### src/verilog/uvcd_pkg.sv
// Constants and carrier types for the USB vendor command decoder
`default_nettype none
package uvcd_pkg;
   // ************************************************************
   // Vendor request codes
   // ************************************************************
   localparam logic [7:0] REQ_WRITE_TEXT = 8'h7F;
   localparam logic [7:0] REQ_CLEAR = 8'h80;
   localparam logic [7:0] REQ_START = 8'h82;
   localparam logic [7:0] REQ_STOP = 8'h83;
   localparam logic [7:0] REQ_ARM = 8'h84;
   localparam logic [7:0] REQ_OFS_FINE = 8'h85;
   localparam logic [7:0] REQ_OFS_FULL = 8'h86;
   localparam logic [7:0] REQ_FAST_THR = 8'h87;
   localparam logic [7:0] REQ_LINE_FIRST = 8'h88;
   localparam logic [7:0] REQ_LINE_LAST = 8'h8F;
   localparam logic [7:0] REQ_DIODE = 8'h90;
   localparam logic [7:0] REQ_CAL = 8'h91;
   localparam logic [7:0] REQ_BOOT = 8'h92;
   localparam logic [7:0] REQ_BIAS = 8'h93;
   localparam logic [7:0] REQ_DET_TEMP = 8'h94;
   localparam logic [7:0] REQ_IN_OFS = 8'h95;
   localparam logic [7:0] REQ_HK_CAL = 8'h96;
   localparam logic [7:0] REQ_SPEC_OFS = 8'h97;
   localparam logic [7:0] REQ_SELECT = 8'h98;
   localparam logic [7:0] REQ_RSV_FIRST = 8'h99;
   localparam logic [7:0] REQ_RSV_LAST = 8'h9F;
   localparam logic [1:0] TYPE_VENDOR = 2'h2;
   localparam logic [15:0] SEL_SCOPE = 16'h0000;
   localparam logic [15:0] SEL_TEXT = 16'h0001;
   // ************************************************************
   // Pipes, lengths and boot flag fields
   // ************************************************************
   localparam logic [2:0] PIPE_CFG_OUT = 3'h0;
   localparam logic [2:0] PIPE_STATUS = 3'h1;
   localparam logic [2:0] PIPE_SPECTRUM = 3'h2;
   localparam logic [2:0] PIPE_SHARED = 3'h3;
   localparam logic [9:0] LEN_CONFIG = 10'h040;
   localparam logic [9:0] LEN_PAYLOAD = 10'h200;
   localparam logic [9:0] LEN_ZERO = 10'h000;
   localparam logic [4:0] TEXT_CHUNK_LAST = 5'h1F;
   localparam logic [3:0] TEXT_INDEX_LAST = 4'hF;
   localparam int BOOT_MODE_BIT = 0;
   localparam int BOOT_BAUD_BIT = 1;
   localparam int BOOT_ADC_INV_BIT = 2;
   localparam logic [7:0] FW_VERSION = 8'h50;
   localparam logic [15:0] BOOT_RESET = 16'h0000;
   localparam logic [11:0] DAC_RESET = 12'h000;

   typedef struct packed {
      logic [7:0] req_type;
      logic [7:0] request;
      logic [15:0] value;
      logic [15:0] index;
      logic [15:0] length;
   } uvcd_setup_type;

   typedef enum logic [2:0] {SRC_NONE, SRC_CONFIG, SRC_SCOPE, SRC_TEXT, SRC_STATUS, SRC_SPECTRUM} uvcd_src_type;

   typedef struct packed {
      logic zlp;
      logic stall;
      uvcd_src_type src;
      logic [9:0] length;
   } uvcd_in_ans_type;
endpackage : uvcd_pkg
`default_nettype wire

### src/verilog/uvcd_decoder.sv
// USB vendor request decoder and IN pipe router for the pulse processor
//
// Overview of operation
// - Pipes 0,1,2 are config, status, spectrum.
// - Pipe 3 shares readback, scope, text.
// - Unready IN pipe returns zero-length first.
// - Commands are vendor requests on endpoint 0.
// - 0x80 clear, 0x82 start, 0x83 stop, 0x84 arm.
// - 0x85 fine search, 0x86 coarse then fine.
// - 0x87 sets fast threshold, quiet background.
// - 0x88-0x8F clear/set general lines 0-3.
// - 0x90 loads diode DAC, saves, board EEPROM if board present.
// - 0x91 low pole-zero, high temperature calibration.
// - 0x92 delivers boot flags, kept nonvolatile.
// - 0x93-0x95 legacy bias, temperature, offset DACs.
// - 0x96 converter calibration, 0x97 spectrum offset.
// - 0x98 selects scope (0) or text (1).
// - 0x7F writes one 32 byte chunk of the 512 byte block.
// - Firmware byte 0x50 marks newer generation.
// - Status bit seven reports emulation mode.
// - Full mode takes settings from configuration.
// - Device mode change needs power cycle.
// - Boot flag picks 115.2 or 57.6 kbaud.
// - After select: empty read, payload, revert.
// - Scope select ignored when scope unready.
`default_nettype none
module uvcd_decoder (
   input wire logic clk_i,
   input wire logic rst_i,
   input wire logic ce_i,
   input wire logic setup_valid_i,
   input wire uvcd_pkg::uvcd_setup_type setup_i,
   output logic setup_ack_o,
   output logic setup_stall_o,
   input wire logic data_valid_i,
   input wire logic [7:0] data_i,
   input wire logic in_req_i,
   input wire logic [2:0] in_pipe_i,
   output logic in_ans_valid_o,
   output uvcd_pkg::uvcd_in_ans_type in_ans_o,
   input wire logic status_ready_i,
   input wire logic spectrum_ready_i,
   input wire logic scope_ready_i,
   input wire logic [11:0] cfg_bias_i,
   input wire logic [11:0] cfg_cooler_i,
   input wire logic [11:0] cfg_offset_i,
   input wire logic cfg_adc_invert_i,
   input wire logic [15:0] boot_nv_i,
   input wire logic board_present_i,
   input wire logic [8:0] text_rd_addr_i,
   output logic [7:0] text_rd_data_o,
   output logic text_nv_copy_o,
   output logic clear_spectrum_o,
   output logic acq_enable_o,
   output logic scope_arm_o,
   output logic offset_fine_o,
   output logic offset_full_o,
   output logic fast_thr_o,
   output logic [3:0] general_line_o,
   output logic [11:0] diode_cal_o,
   output logic board_eeprom_wr_o,
   output logic settings_nv_wr_o,
   output logic [7:0] pole_zero_o,
   output logic [7:0] temp_cal_o,
   output logic [15:0] boot_flags_o,
   output logic [7:0] hk_gain_o,
   output logic [7:0] hk_offset_o,
   output logic [15:0] spec_offset_o,
   output logic [11:0] bias_o,
   output logic [11:0] cooler_o,
   output logic [11:0] in_offset_o,
   output logic adc_invert_o,
   output logic emulation_full_o,
   output logic baud_fast_o,
   output logic [7:0] fw_version_o
);
   import uvcd_pkg::*;

   typedef enum logic [1:0] {SH_CONFIG, SH_ARMED, SH_PAYLOAD} uvcd_shared_type;

   // ************************************************************
   // Request decode
   // ************************************************************
   logic vendor;
   logic known;
   logic [7:0] rq;
   logic board_sync;
   uvcd_shared_type shared_q;
   uvcd_src_type sel_q;
   logic [11:0] legacy_bias_q;
   logic [11:0] legacy_temp_q;
   logic [11:0] legacy_ofs_q;
   logic boot_adc_inv_q;
   logic boot_done_q;
   logic text_act_q;
   logic [3:0] text_idx_q;
   logic [4:0] text_off_q;
   logic [15:0] text_left_q;
   logic text_wr;

   assign rq = setup_i.request;
   assign vendor = ce_i && setup_valid_i && (setup_i.req_type[6:5] == TYPE_VENDOR);
   // 0x81 is a retired code and stays unknown
   assign known = (rq >= REQ_WRITE_TEXT) && (rq <= REQ_RSV_LAST) && (rq != 8'h81);

   uvcd_sync2 u_board_sync (
      .clk_i(clk_i),
      .rst_i(rst_i),
      .ce_i(ce_i),
      .async_i(board_present_i),
      .sync_o(board_sync)
   );

   always_ff @(posedge clk_i or posedge rst_i) begin
      if (rst_i) begin
         setup_ack_o <= 1'b0;
         setup_stall_o <= 1'b0;
      end else if (ce_i) begin
         setup_ack_o <= vendor && known;
         setup_stall_o <= vendor && !known;
      end
   end

   // ************************************************************
   // Acquisition commands
   // ************************************************************
   always_ff @(posedge clk_i or posedge rst_i) begin
      if (rst_i) begin
         clear_spectrum_o <= 1'b0;
         scope_arm_o <= 1'b0;
         offset_fine_o <= 1'b0;
         offset_full_o <= 1'b0;
         fast_thr_o <= 1'b0;
      end else if (ce_i) begin
         clear_spectrum_o <= vendor && (rq == REQ_CLEAR);
         scope_arm_o <= vendor && (rq == REQ_ARM);
         offset_fine_o <= vendor && (rq == REQ_OFS_FINE);
         offset_full_o <= vendor && (rq == REQ_OFS_FULL);
         // Only meaningful with no source and very low background
         fast_thr_o <= vendor && (rq == REQ_FAST_THR);
      end
   end

   always_ff @(posedge clk_i or posedge rst_i) begin
      if (rst_i) begin
         acq_enable_o <= 1'b0;
      end else if (vendor && (rq == REQ_START)) begin
         acq_enable_o <= 1'b1;
      end else if (vendor && (rq == REQ_STOP)) begin
         acq_enable_o <= 1'b0;
      end
   end

   always_ff @(posedge clk_i or posedge rst_i) begin
      if (rst_i) begin
         general_line_o <= 4'h0;
      end else if (vendor && (rq >= REQ_LINE_FIRST) && (rq <= REQ_LINE_LAST)) begin
         general_line_o[rq[2:1]] <= rq[0];
      end
   end

   // ************************************************************
   // Saved settings
   // ************************************************************
   always_ff @(posedge clk_i or posedge rst_i) begin
      if (rst_i) begin
         diode_cal_o <= DAC_RESET;
         pole_zero_o <= 8'h00;
         temp_cal_o <= 8'h00;
         boot_flags_o <= BOOT_RESET;
         hk_gain_o <= 8'h00;
         hk_offset_o <= 8'h00;
         spec_offset_o <= 16'h0000;
         legacy_bias_q <= DAC_RESET;
         legacy_temp_q <= DAC_RESET;
         legacy_ofs_q <= DAC_RESET;
      end else if (vendor) begin
         case (rq)
            REQ_DIODE: diode_cal_o <= setup_i.value[11:0];
            REQ_CAL: begin
               pole_zero_o <= setup_i.value[7:0];
               temp_cal_o <= setup_i.value[15:8];
            end
            REQ_BOOT: boot_flags_o <= setup_i.value;
            REQ_BIAS: legacy_bias_q <= setup_i.value[11:0];
            REQ_DET_TEMP: legacy_temp_q <= setup_i.value[11:0];
            REQ_IN_OFS: legacy_ofs_q <= setup_i.value[11:0];
            REQ_HK_CAL: begin
               hk_gain_o <= setup_i.value[7:0];
               hk_offset_o <= setup_i.value[15:8];
            end
            REQ_SPEC_OFS: spec_offset_o <= setup_i.value;
            default: ;
         endcase
      end
   end

   // One store strobe covers every setting kept across power loss
   always_ff @(posedge clk_i or posedge rst_i) begin
      if (rst_i) begin
         settings_nv_wr_o <= 1'b0;
         board_eeprom_wr_o <= 1'b0;
      end else if (ce_i) begin
         settings_nv_wr_o <= vendor && (rq >= REQ_DIODE) && (rq <= REQ_SPEC_OFS);
         board_eeprom_wr_o <= vendor && (rq == REQ_DIODE) && board_sync;
      end
   end

   // ************************************************************
   // Boot-time mode, baud rate and setting source
   // ************************************************************
   // Mode, baud and inversion are caught once after reset; later boot flag writes wait for a power cycle
   always_ff @(posedge clk_i or posedge rst_i) begin
      if (rst_i) begin
         boot_done_q <= 1'b0;
         emulation_full_o <= 1'b0;
         baud_fast_o <= 1'b0;
         boot_adc_inv_q <= 1'b0;
      end else if (ce_i && !boot_done_q) begin
         boot_done_q <= 1'b1;
         emulation_full_o <= boot_nv_i[BOOT_MODE_BIT];
         baud_fast_o <= boot_nv_i[BOOT_BAUD_BIT];
         boot_adc_inv_q <= boot_nv_i[BOOT_ADC_INV_BIT];
      end
   end

   always_ff @(posedge clk_i or posedge rst_i) begin
      if (rst_i) begin
         bias_o <= DAC_RESET;
         cooler_o <= DAC_RESET;
         in_offset_o <= DAC_RESET;
         adc_invert_o <= 1'b0;
      end else if (ce_i) begin
         bias_o <= emulation_full_o ? cfg_bias_i : legacy_bias_q;
         cooler_o <= emulation_full_o ? cfg_cooler_i : legacy_temp_q;
         in_offset_o <= emulation_full_o ? cfg_offset_i : legacy_ofs_q;
         adc_invert_o <= emulation_full_o ? cfg_adc_invert_i : boot_adc_inv_q;
      end
   end

   always_ff @(posedge clk_i or posedge rst_i) begin
      if (rst_i) begin
         fw_version_o <= 8'h00;
      end else if (ce_i) begin
         fw_version_o <= FW_VERSION;
      end
   end

   // ************************************************************
   // Text block write
   // ************************************************************
   // Each request carries one 32-byte chunk; the index picks the chunk
   assign text_wr = ce_i && text_act_q && data_valid_i && (text_left_q != 16'h0000);

   always_ff @(posedge clk_i or posedge rst_i) begin
      if (rst_i) begin
         text_act_q <= 1'b0;
         text_idx_q <= 4'h0;
         text_off_q <= 5'h00;
         text_left_q <= 16'h0000;
      end else if (vendor && (rq == REQ_WRITE_TEXT)) begin
         text_act_q <= (setup_i.index[15:4] == 12'h000);
         text_idx_q <= setup_i.index[3:0];
         text_off_q <= 5'h00;
         text_left_q <= setup_i.length;
      end else if (text_wr) begin
         text_off_q <= text_off_q + 5'h01;
         text_left_q <= text_left_q - 16'h0001;
         if (text_off_q == TEXT_CHUNK_LAST) begin
            text_act_q <= 1'b0;
         end
      end
   end

   // Copy to nonvolatile memory only once the final chunk is complete
   always_ff @(posedge clk_i or posedge rst_i) begin
      if (rst_i) begin
         text_nv_copy_o <= 1'b0;
      end else if (ce_i) begin
         text_nv_copy_o <= text_wr && (text_off_q == TEXT_CHUNK_LAST) && (text_idx_q == TEXT_INDEX_LAST);
      end
   end

   uvcd_text_buf #(
      .WIDTH(8),
      .DEPTH(512),
      .AW(9)
   ) u_text (
      .clk_i(clk_i),
      .ce_i(ce_i),
      .wr_en_i(text_wr),
      .wr_addr_i({text_idx_q, text_off_q}),
      .wr_data_i(data_i),
      .rd_addr_i(text_rd_addr_i),
      .rd_data_o(text_rd_data_o)
   );

   // ************************************************************
   // Shared readback pipe and IN answers
   // ************************************************************
   always_ff @(posedge clk_i or posedge rst_i) begin
      if (rst_i) begin
         shared_q <= SH_CONFIG;
         sel_q <= SRC_CONFIG;
      end else if (ce_i) begin
         if (vendor && (rq == REQ_SELECT) && (setup_i.value == SEL_SCOPE) && scope_ready_i) begin
            shared_q <= SH_ARMED;
            sel_q <= SRC_SCOPE;
         end else if (vendor && (rq == REQ_SELECT) && (setup_i.value == SEL_TEXT)) begin
            shared_q <= SH_ARMED;
            sel_q <= SRC_TEXT;
         end else if (in_req_i && (in_pipe_i == PIPE_SHARED)) begin
            case (shared_q)
               SH_ARMED: shared_q <= SH_PAYLOAD;
               SH_PAYLOAD: begin
                  shared_q <= SH_CONFIG;
                  sel_q <= SRC_CONFIG;
               end
               default: shared_q <= SH_CONFIG;
            endcase
         end
      end
   end

   always_ff @(posedge clk_i or posedge rst_i) begin
      if (rst_i) begin
         in_ans_valid_o <= 1'b0;
         in_ans_o <= '{zlp: 1'b0, stall: 1'b0, src: SRC_NONE, length: LEN_ZERO};
      end else if (ce_i) begin
         in_ans_valid_o <= in_req_i;
         in_ans_o <= '{zlp: 1'b0, stall: 1'b1, src: SRC_NONE, length: LEN_ZERO};
         if (in_req_i) begin
            case (in_pipe_i)
               PIPE_STATUS: in_ans_o <= '{zlp: !status_ready_i, stall: 1'b0,
                  src: status_ready_i ? SRC_STATUS : SRC_NONE, length: LEN_ZERO};
               PIPE_SPECTRUM: in_ans_o <= '{zlp: !spectrum_ready_i, stall: 1'b0,
                  src: spectrum_ready_i ? SRC_SPECTRUM : SRC_NONE, length: LEN_ZERO};
               PIPE_SHARED: begin
                  case (shared_q)
                     SH_ARMED: in_ans_o <= '{zlp: 1'b1, stall: 1'b0, src: SRC_NONE, length: LEN_ZERO};
                     SH_PAYLOAD: in_ans_o <= '{zlp: 1'b0, stall: 1'b0, src: sel_q, length: LEN_PAYLOAD};
                     default: in_ans_o <= '{zlp: 1'b0, stall: 1'b0, src: SRC_CONFIG, length: LEN_CONFIG};
                  endcase
               end
               // Pipe 0 is OUT only and pipes above 3 do not exist
               default: in_ans_o <= '{zlp: 1'b0, stall: 1'b1, src: SRC_NONE, length: LEN_ZERO};
            endcase
         end
      end
   end

   // ************************************************************
   // Checks
   // ************************************************************
   chk_zlp_first: assert property (@(posedge clk_i) disable iff (rst_i)
      ce_i && in_req_i && (in_pipe_i == PIPE_SHARED) && (shared_q == SH_ARMED) && !(vendor && rq == REQ_SELECT)
      |=> in_ans_valid_o && in_ans_o.zlp && (shared_q == SH_PAYLOAD))
      else $error("shared pipe did not answer empty first");

   chk_payload_then_revert: assert property (@(posedge clk_i) disable iff (rst_i)
      ce_i && in_req_i && (in_pipe_i == PIPE_SHARED) && (shared_q == SH_PAYLOAD) && !vendor
      |=> (in_ans_o.length == LEN_PAYLOAD) && (in_ans_o.src == $past(sel_q)) && (sel_q == SRC_CONFIG))
      else $error("payload read did not return the block and revert");

   chk_scope_ignored: assert property (@(posedge clk_i) disable iff (rst_i)
      vendor && (rq == REQ_SELECT) && (setup_i.value == SEL_SCOPE) && !scope_ready_i && (shared_q == SH_CONFIG)
      |=> (shared_q == SH_CONFIG) && (sel_q == SRC_CONFIG))
      else $error("scope select taken while scope unready");

   chk_line_drive: assert property (@(posedge clk_i) disable iff (rst_i)
      vendor && (rq >= REQ_LINE_FIRST) && (rq <= REQ_LINE_LAST)
      |=> general_line_o[$past(rq[2:1])] == $past(rq[0]))
      else $error("general line not driven by request");

   chk_acq_start: assert property (@(posedge clk_i) disable iff (rst_i)
      vendor && (rq == REQ_START) ##1 !(vendor && rq == REQ_STOP) |-> acq_enable_o [*2])
      else $error("acquisition enable not held after start");

   chk_reserved_quiet: assert property (@(posedge clk_i) disable iff (rst_i)
      vendor && (rq >= REQ_RSV_FIRST) && (rq <= REQ_RSV_LAST)
      |=> setup_ack_o && $stable(general_line_o) && $stable(boot_flags_o) && $stable(acq_enable_o) && !settings_nv_wr_o)
      else $error("reserved request changed state");

   chk_mode_fixed: assert property (@(posedge clk_i) disable iff (rst_i)
      boot_done_q |=> $stable(emulation_full_o) && $stable(baud_fast_o))
      else $error("device mode changed without power cycle");

   chk_full_source: assert property (@(posedge clk_i) disable iff (rst_i)
      ce_i && emulation_full_o |=> (bias_o == $past(cfg_bias_i)) && (cooler_o == $past(cfg_cooler_i)))
      else $error("full mode did not take configuration settings");

   chk_unready_empty: assert property (@(posedge clk_i) disable iff (rst_i)
      ce_i && in_req_i && (in_pipe_i == PIPE_STATUS) && !status_ready_i |=> in_ans_o.zlp && !in_ans_o.stall)
      else $error("unready status pipe did not answer empty");

   chk_missing_pipe: assert property (@(posedge clk_i) disable iff (rst_i)
      ce_i && in_req_i && (in_pipe_i > PIPE_SHARED) |=> in_ans_valid_o && in_ans_o.stall)
      else $error("absent pipe not refused");
endmodule : uvcd_decoder
`default_nettype wire

### src/verilog/uvcd_sync2.sv
// Two-flop synchroniser for a level from outside the clock domain
`default_nettype none
module uvcd_sync2 (
   input wire logic clk_i,
   input wire logic rst_i,
   input wire logic ce_i,
   input wire logic async_i,
   output logic sync_o
);
   logic meta_q;

   always_ff @(posedge clk_i or posedge rst_i) begin
      if (rst_i) begin
         meta_q <= 1'b0;
         sync_o <= 1'b0;
      end else if (ce_i) begin
         meta_q <= async_i;
         sync_o <= meta_q;
      end
   end
endmodule : uvcd_sync2
`default_nettype wire

### src/verilog/uvcd_text_buf.sv
// Byte array holding the user text block, one write and one read port
`default_nettype none
module uvcd_text_buf #(
   parameter int WIDTH = 8,
   parameter int DEPTH = 512,
   parameter int AW = 9
) (
   input wire logic clk_i,
   input wire logic ce_i,
   input wire logic wr_en_i,
   input wire logic [AW-1:0] wr_addr_i,
   input wire logic [WIDTH-1:0] wr_data_i,
   input wire logic [AW-1:0] rd_addr_i,
   output logic [WIDTH-1:0] rd_data_o
);
   logic [WIDTH-1:0] mem [DEPTH];

   // No reset on the array: contents are reloaded from nonvolatile memory by firmware
   always_ff @(posedge clk_i) begin
      if (ce_i && wr_en_i) begin
         mem[wr_addr_i] <= wr_data_i;
      end
   end

   always_ff @(posedge clk_i) begin
      if (ce_i) begin
         rd_data_o <= mem[rd_addr_i];
      end
   end
endmodule : uvcd_text_buf
`default_nettype wire

### config.mk
export PLATFORM = sky130hd
export DESIGN_NAME = uvcd_decoder
export DESIGN_NICKNAME = d
export VERILOG_FILES = /design/src/verilog/uvcd_pkg.sv /design/src/verilog/uvcd_decoder.sv /design/src/verilog/uvcd_sync2.sv /design/src/verilog/uvcd_text_buf.sv
export SDC_FILE = /design/constraint.sdc
export NUM_CORES = 2
export LEC_CHECK = 0
export BUFFER_PORTS_ARGS = -buffer_cell sky130_fd_sc_hd__buf_4
export CAP_MARGIN = 40
export CORE_MARGIN = 2
export CORE_UTILIZATION = 50
export DETAILED_ROUTE_END_ITERATION = 6
export PLACE_DENSITY = 0.66
export SLEW_MARGIN = 20
export SYNTH_ARGS = -nofsm -noshare
export SYNTH_HDL_FRONTEND = slang
export SYNTH_SLANG_ARGS = --single-unit
export TNS_END_PERCENT = 5
### constraint.sdc
create_clock -name clk_i -period 18.5 [get_ports clk_i]
set_input_delay 3.7 -clock clk_i [delete_from_list [all_inputs] [get_ports clk_i]]
set_output_delay 3.7 -clock clk_i [all_outputs]
set_load 0.01 [all_outputs]
==> PnR_summary.wiki <==
{| class="wikitable"
! Metric !! Value
|-
| Run status || finished clean
|-
| Ys Warns || 0
|-
| Post-Route Hold Slack || 494 ps
|-
| Detail Route Antenna Nets || 0
|-
| Worst hold path depth || 1
|-
| Layout overhead on the synthesized area || 12.9%
|-
| Vias in the first global route || between 80000 and 90000
|-
| Crit. End Element || flop
|-
| Worst reg2reg path startpoint || text_left_q[2]
|-
| Cell with the largest stage delay on the worst path || sky130_fd_sc_hd__a2111oi_0
|-
| Half-perimeter wire length after detailed placement || between 200000 and 300000 um
|-
| Pwr/cell area || 105 nW/um2
|-
| Routability cong. || 0.885
|-
| Transition time at the pin with the least slew margin || 1190 ps
|-
| Summed negative setup slack over all endpoints || 0 ps
|-
| Worst vdd ir || 87.7 uV
|-
| Most instantiated flip-flop cell in the synthesis netlist || sky130_fd_sc_hd__edfxtp_1
|-
| Final Skew || between 60 and 70 ps
|-
| Sum of routed wire length over all layers || 436000 um
|-
| Maximum number of pins on one net before global-route repair || 193
|-
| Syn Area/Cell || between 15 and 20 um2
|-
| Post-synthesis instance area || 170000 um2
|-
| Worst Path Class, Setup || in -> reg
|-
| TritonCTS clock tree || built
|-
| Count of flip-flops with a built-in enable after synthesis || 4104
|-
| Chip Width || 587 um
|-
| Overflow after GRT || 0
|-
| Wire length per cell || 30.5 um
|-
| Number of flip-flops and latches in the synthesized netlist || 4313
|-
| IO Count || 309
|-
| Leak pwr || between 0.06 and 0.07 uW
|-
| Worst-Skew Late Latency || 990 ps
|-
| Number of detailed-routing iterations run before antenna repair || 7
|-
| Die outline area || ~340000 um2
|-
| Launch point of the critical path || text_rd_addr_i[0]
|-
| Worst reg-to-reg setup slack || 13940 ps
|-
| Final critical-path share of the clock period || 44.4%
|-
| Final-report max-slew violation count || 0
|-
| Global-route wire length before repair || 625000 um
|-
| Vias per std cell || 6.27
|-
| Layout filler cell count || ~25000
|-
| CTS Buf Count || 427
|-
| Async SR Flop Fraction || 4.85%
|-
| Starting density of the core || 50.1%
|-
| Cell Chain, Critical Path || buf_16 > buf_4 > buf_12 > and2_1 > a222oi_1 > a22o_1 > a2111oi_0 > nand4_1 > nand4_1 > nor4b_2
|-
| Fraction of layout instances using a drive strength above 1 || 21.9%
|-
| Clock period minus final worst setup slack || 8210 ps
|-
| Count of final hold-check violations || 0
|-
| Number of library cell types mapped by synthesis || 72
|-
| Number of DRC markers in iteration 0 || 11600
|-
| Std-Cell Core Area || approximately 340000 um2
|-
| GRT Resource Usage Total || approximately 25%
|-
| Routed via count || between 80000 and 90000
|-
| Max-slew headroom at the worst pin || 20.4%
|-
| Postcts setup bufs || 0
|-
| Maxcap violations || 0
|-
| Placed instance area || around 180000 um2
|-
| Number of antenna violations at the first check in global routing || 27
|-
| Worst Reg-to-Reg Cells || 10
|-
| Path category of the worst min-delay check || reg -> reg
|-
| Number of nets in the layout || 9544
|-
| Critical path arrival || 8990 ps
|-
| Most numerous cell on the critical path || sky130_fd_sc_hd__nand4_1
|-
| Unrepaired setup endpoints after global routing || false
|-
| Number of cells upsized or downsized after cts || 0
|-
| Count of input and output buffers || about 280
|-
| Peak fanout along the critical path || around 110
|-
| Post-detailed-route DRC marker count || 0
|-
| Count of H-tree levels built during CTS || 5
|-
| Setup violation total in the final timing report || 0
|-
| Maximum clock insertion buffer count || 4
|-
| Peak clock frequency supported by timing || around 120 MHz
|-
| Buffer type at the clock tree root || sky130_fd_sc_hd__clkbuf_16
|-
| Reg clk slew, reported paths || 60 ps
|-
| Number of buffers inserted by hold repair at cts || 0
|-
| Critical Path Max Stage Delay || approximately 820 ps
|-
| Row Count || 214
|-
| Chip height || between 500 and 600 um
|-
| Startpoint of the worst hold path || boot_done_q
|-
| Total number of clock tree sinks || 4313
|-
| Gate count of the mapped netlist || about 8900
|-
| Post-layout instance area || 192000 um2
|-
| Register area share after synthesis || 75.6%
|-
| Crit path launch type || input pin
|-
| Req. time, crit path || 19280 ps
|}
[flip-flops by register name (all words and copies together), names as in the netlist, 5 cells and up]
register,count
in_ans_o,7
diode_cal_o,12
cooler_o,12
temp_cal_o,8
hk_offset_o,8
text_off_q,5
u_text.rd_data_o,8
spec_offset_o,16
legacy_bias_q,12
hk_gain_o,8
legacy_temp_q,12
bias_o,12
pole_zero_o,8
legacy_ofs_q,12
boot_flags_o,16
u_text.mem,4096
in_offset_o,12
text_left_q,16
[layout by cell type (no fill, tap or decap), drive strengths merged, types with 158 or more instances in the layout]
| cell | count |
|---|---|
| clkbuf | 526 |
| dfrtp | 208 |
| mux4 | 701 |
| mux2i | 720 |
| nor3 | 160 |
| edfxtp | 4104 |
| nor2 | 661 |
| o22ai | 185 |
| nand2 | 307 |
| buf | 621 |
| o221ai | 268 |
| clkinv | 193 |
| mux2 | 158 |
| a21oi | 181 |
[where the power goes]
group	switching [uW]	leakage (uW)	internal, uW
logic	622	0.0161	333
registers	18.7	0.0397	10700
clock network	3660	0.00661	4790
total	4310	0.0624	15800
[area by class of cell]
cell class                      count  area [um2]  area share [%]
Sequential cell                  4313      128000            67.0
Multi-Input combinational cell   3991       38300            19.9
Clock buffer                      524       11200            5.81
Timing Repair Buffer              623        5720            2.98
Tap cell                         4536        5680            2.96
Clock inverter                    256        2400            1.25
Inverter                           31         136          0.0711
Antenna cell                       15        37.5          0.0196
[metrics by stage]
stage / util, % / total power, uW / std cells / setup slack [ps]
CTS: 56.2 / 20200 / 14100 / 10320
global placement: 51.9 / 11800 / 13300 / 9370
detailed placement: 52.2 / 11900 / 13400 / 9320
global route: 56.6 / 20600 / 14300 / 10050
finish: 56.6 / 20100 / 14300 / 10290
floorplan: - / 11400 / 8902 / 9090
[final timing paths]
check | endpoint
max in group asynchronous | hk_offset_o[1]
min in group asynchronous | cooler_o[6]
worst max-delay path | u_text.rd_data_o[3]
worst min register to register | boot_done_q
worst max register to register | u_text.mem[211][3]
worst min-delay path | boot_done_q
[synthesized netlist by cell type (all sizes together), types with 9 or more instances]
| master | instances | area [um2] |
|---|---|---|
| mux2 | 158 | 1780 |
| clkbuf | 223 | 841 |
| a221oi | 9 | 78.8 |
| and3 | 17 | 106 |
| nor2b | 12 | 75.1 |
| ha | 10 | 125 |
| o22ai | 185 | 1160 |
| nor2 | 661 | 2480 |
| a22oi | 21 | 158 |
| nor3 | 160 | 801 |
| nor3b | 10 | 75.1 |
| o21a | 21 | 158 |
| nand4b | 11 | 96.3 |
| nand2 | 307 | 1150 |
| xor2 | 12 | 105 |
| edfxtp | 4104 | 123000 |
| mux4 | 701 | 15800 |
| o221ai | 268 | 2390 |
| o31ai | 12 | 90.1 |
| nor4 | 54 | 375 |
| nand3b | 9 | 67.6 |
| a21oi | 181 | 906 |
| buf | 344 | 2400 |
| nand4 | 47 | 294 |
| and2 | 33 | 206 |
| or4 | 10 | 75.1 |
| mux2i | 720 | 7210 |
| o21ai | 89 | 445 |
| or2 | 20 | 125 |
| inv | 29 | 109 |
| nand2b | 19 | 119 |
| dfrtp | 208 | 5200 |
| a31oi | 16 | 100 |
| a2111oi | 27 | 236 |
| a22o | 14 | 123 |
| a211oi | 45 | 338 |
| nand3 | 48 | 240 |
[layer usage]
layer	part of all wire [%]	global-route usage [%]
met2	47	38.5
met4	4.1	9.23
met5	0.024	0
met1	40	34.8
met3	9.3	5.02
[worst max-delay path, delay by kind of cell]
kind / cells / cell delay, ps
AO/OA/AOI/OAI: 3 / 1320
buffers and inverters: 3 / 1800
AND/OR/NAND/NOR: 4 / 1770
[cell families (layout without fill, tap and decap cells)]
| kind of cell | count (synthesis) | in the layout | synth area share [%] |
|---|---|---|---|
| mux | 1579 | 1579 | 14.6 |
| simple gates | 1452 | 1452 | 3.90 |
| fa+ha+maj | 10 | 10 | 0.0736 |
| compound gates | 919 | 919 | 3.80 |
| buf+inv | 598 | 1434 | 1.98 |
| other cells | 1 | 29 | 0.00221 |
| flops | 4313 | 4313 | 75.6 |
| xor+xnor | 17 | 17 | 0.0876 |
Note: power is estimated with default switching activity, not from simulation.
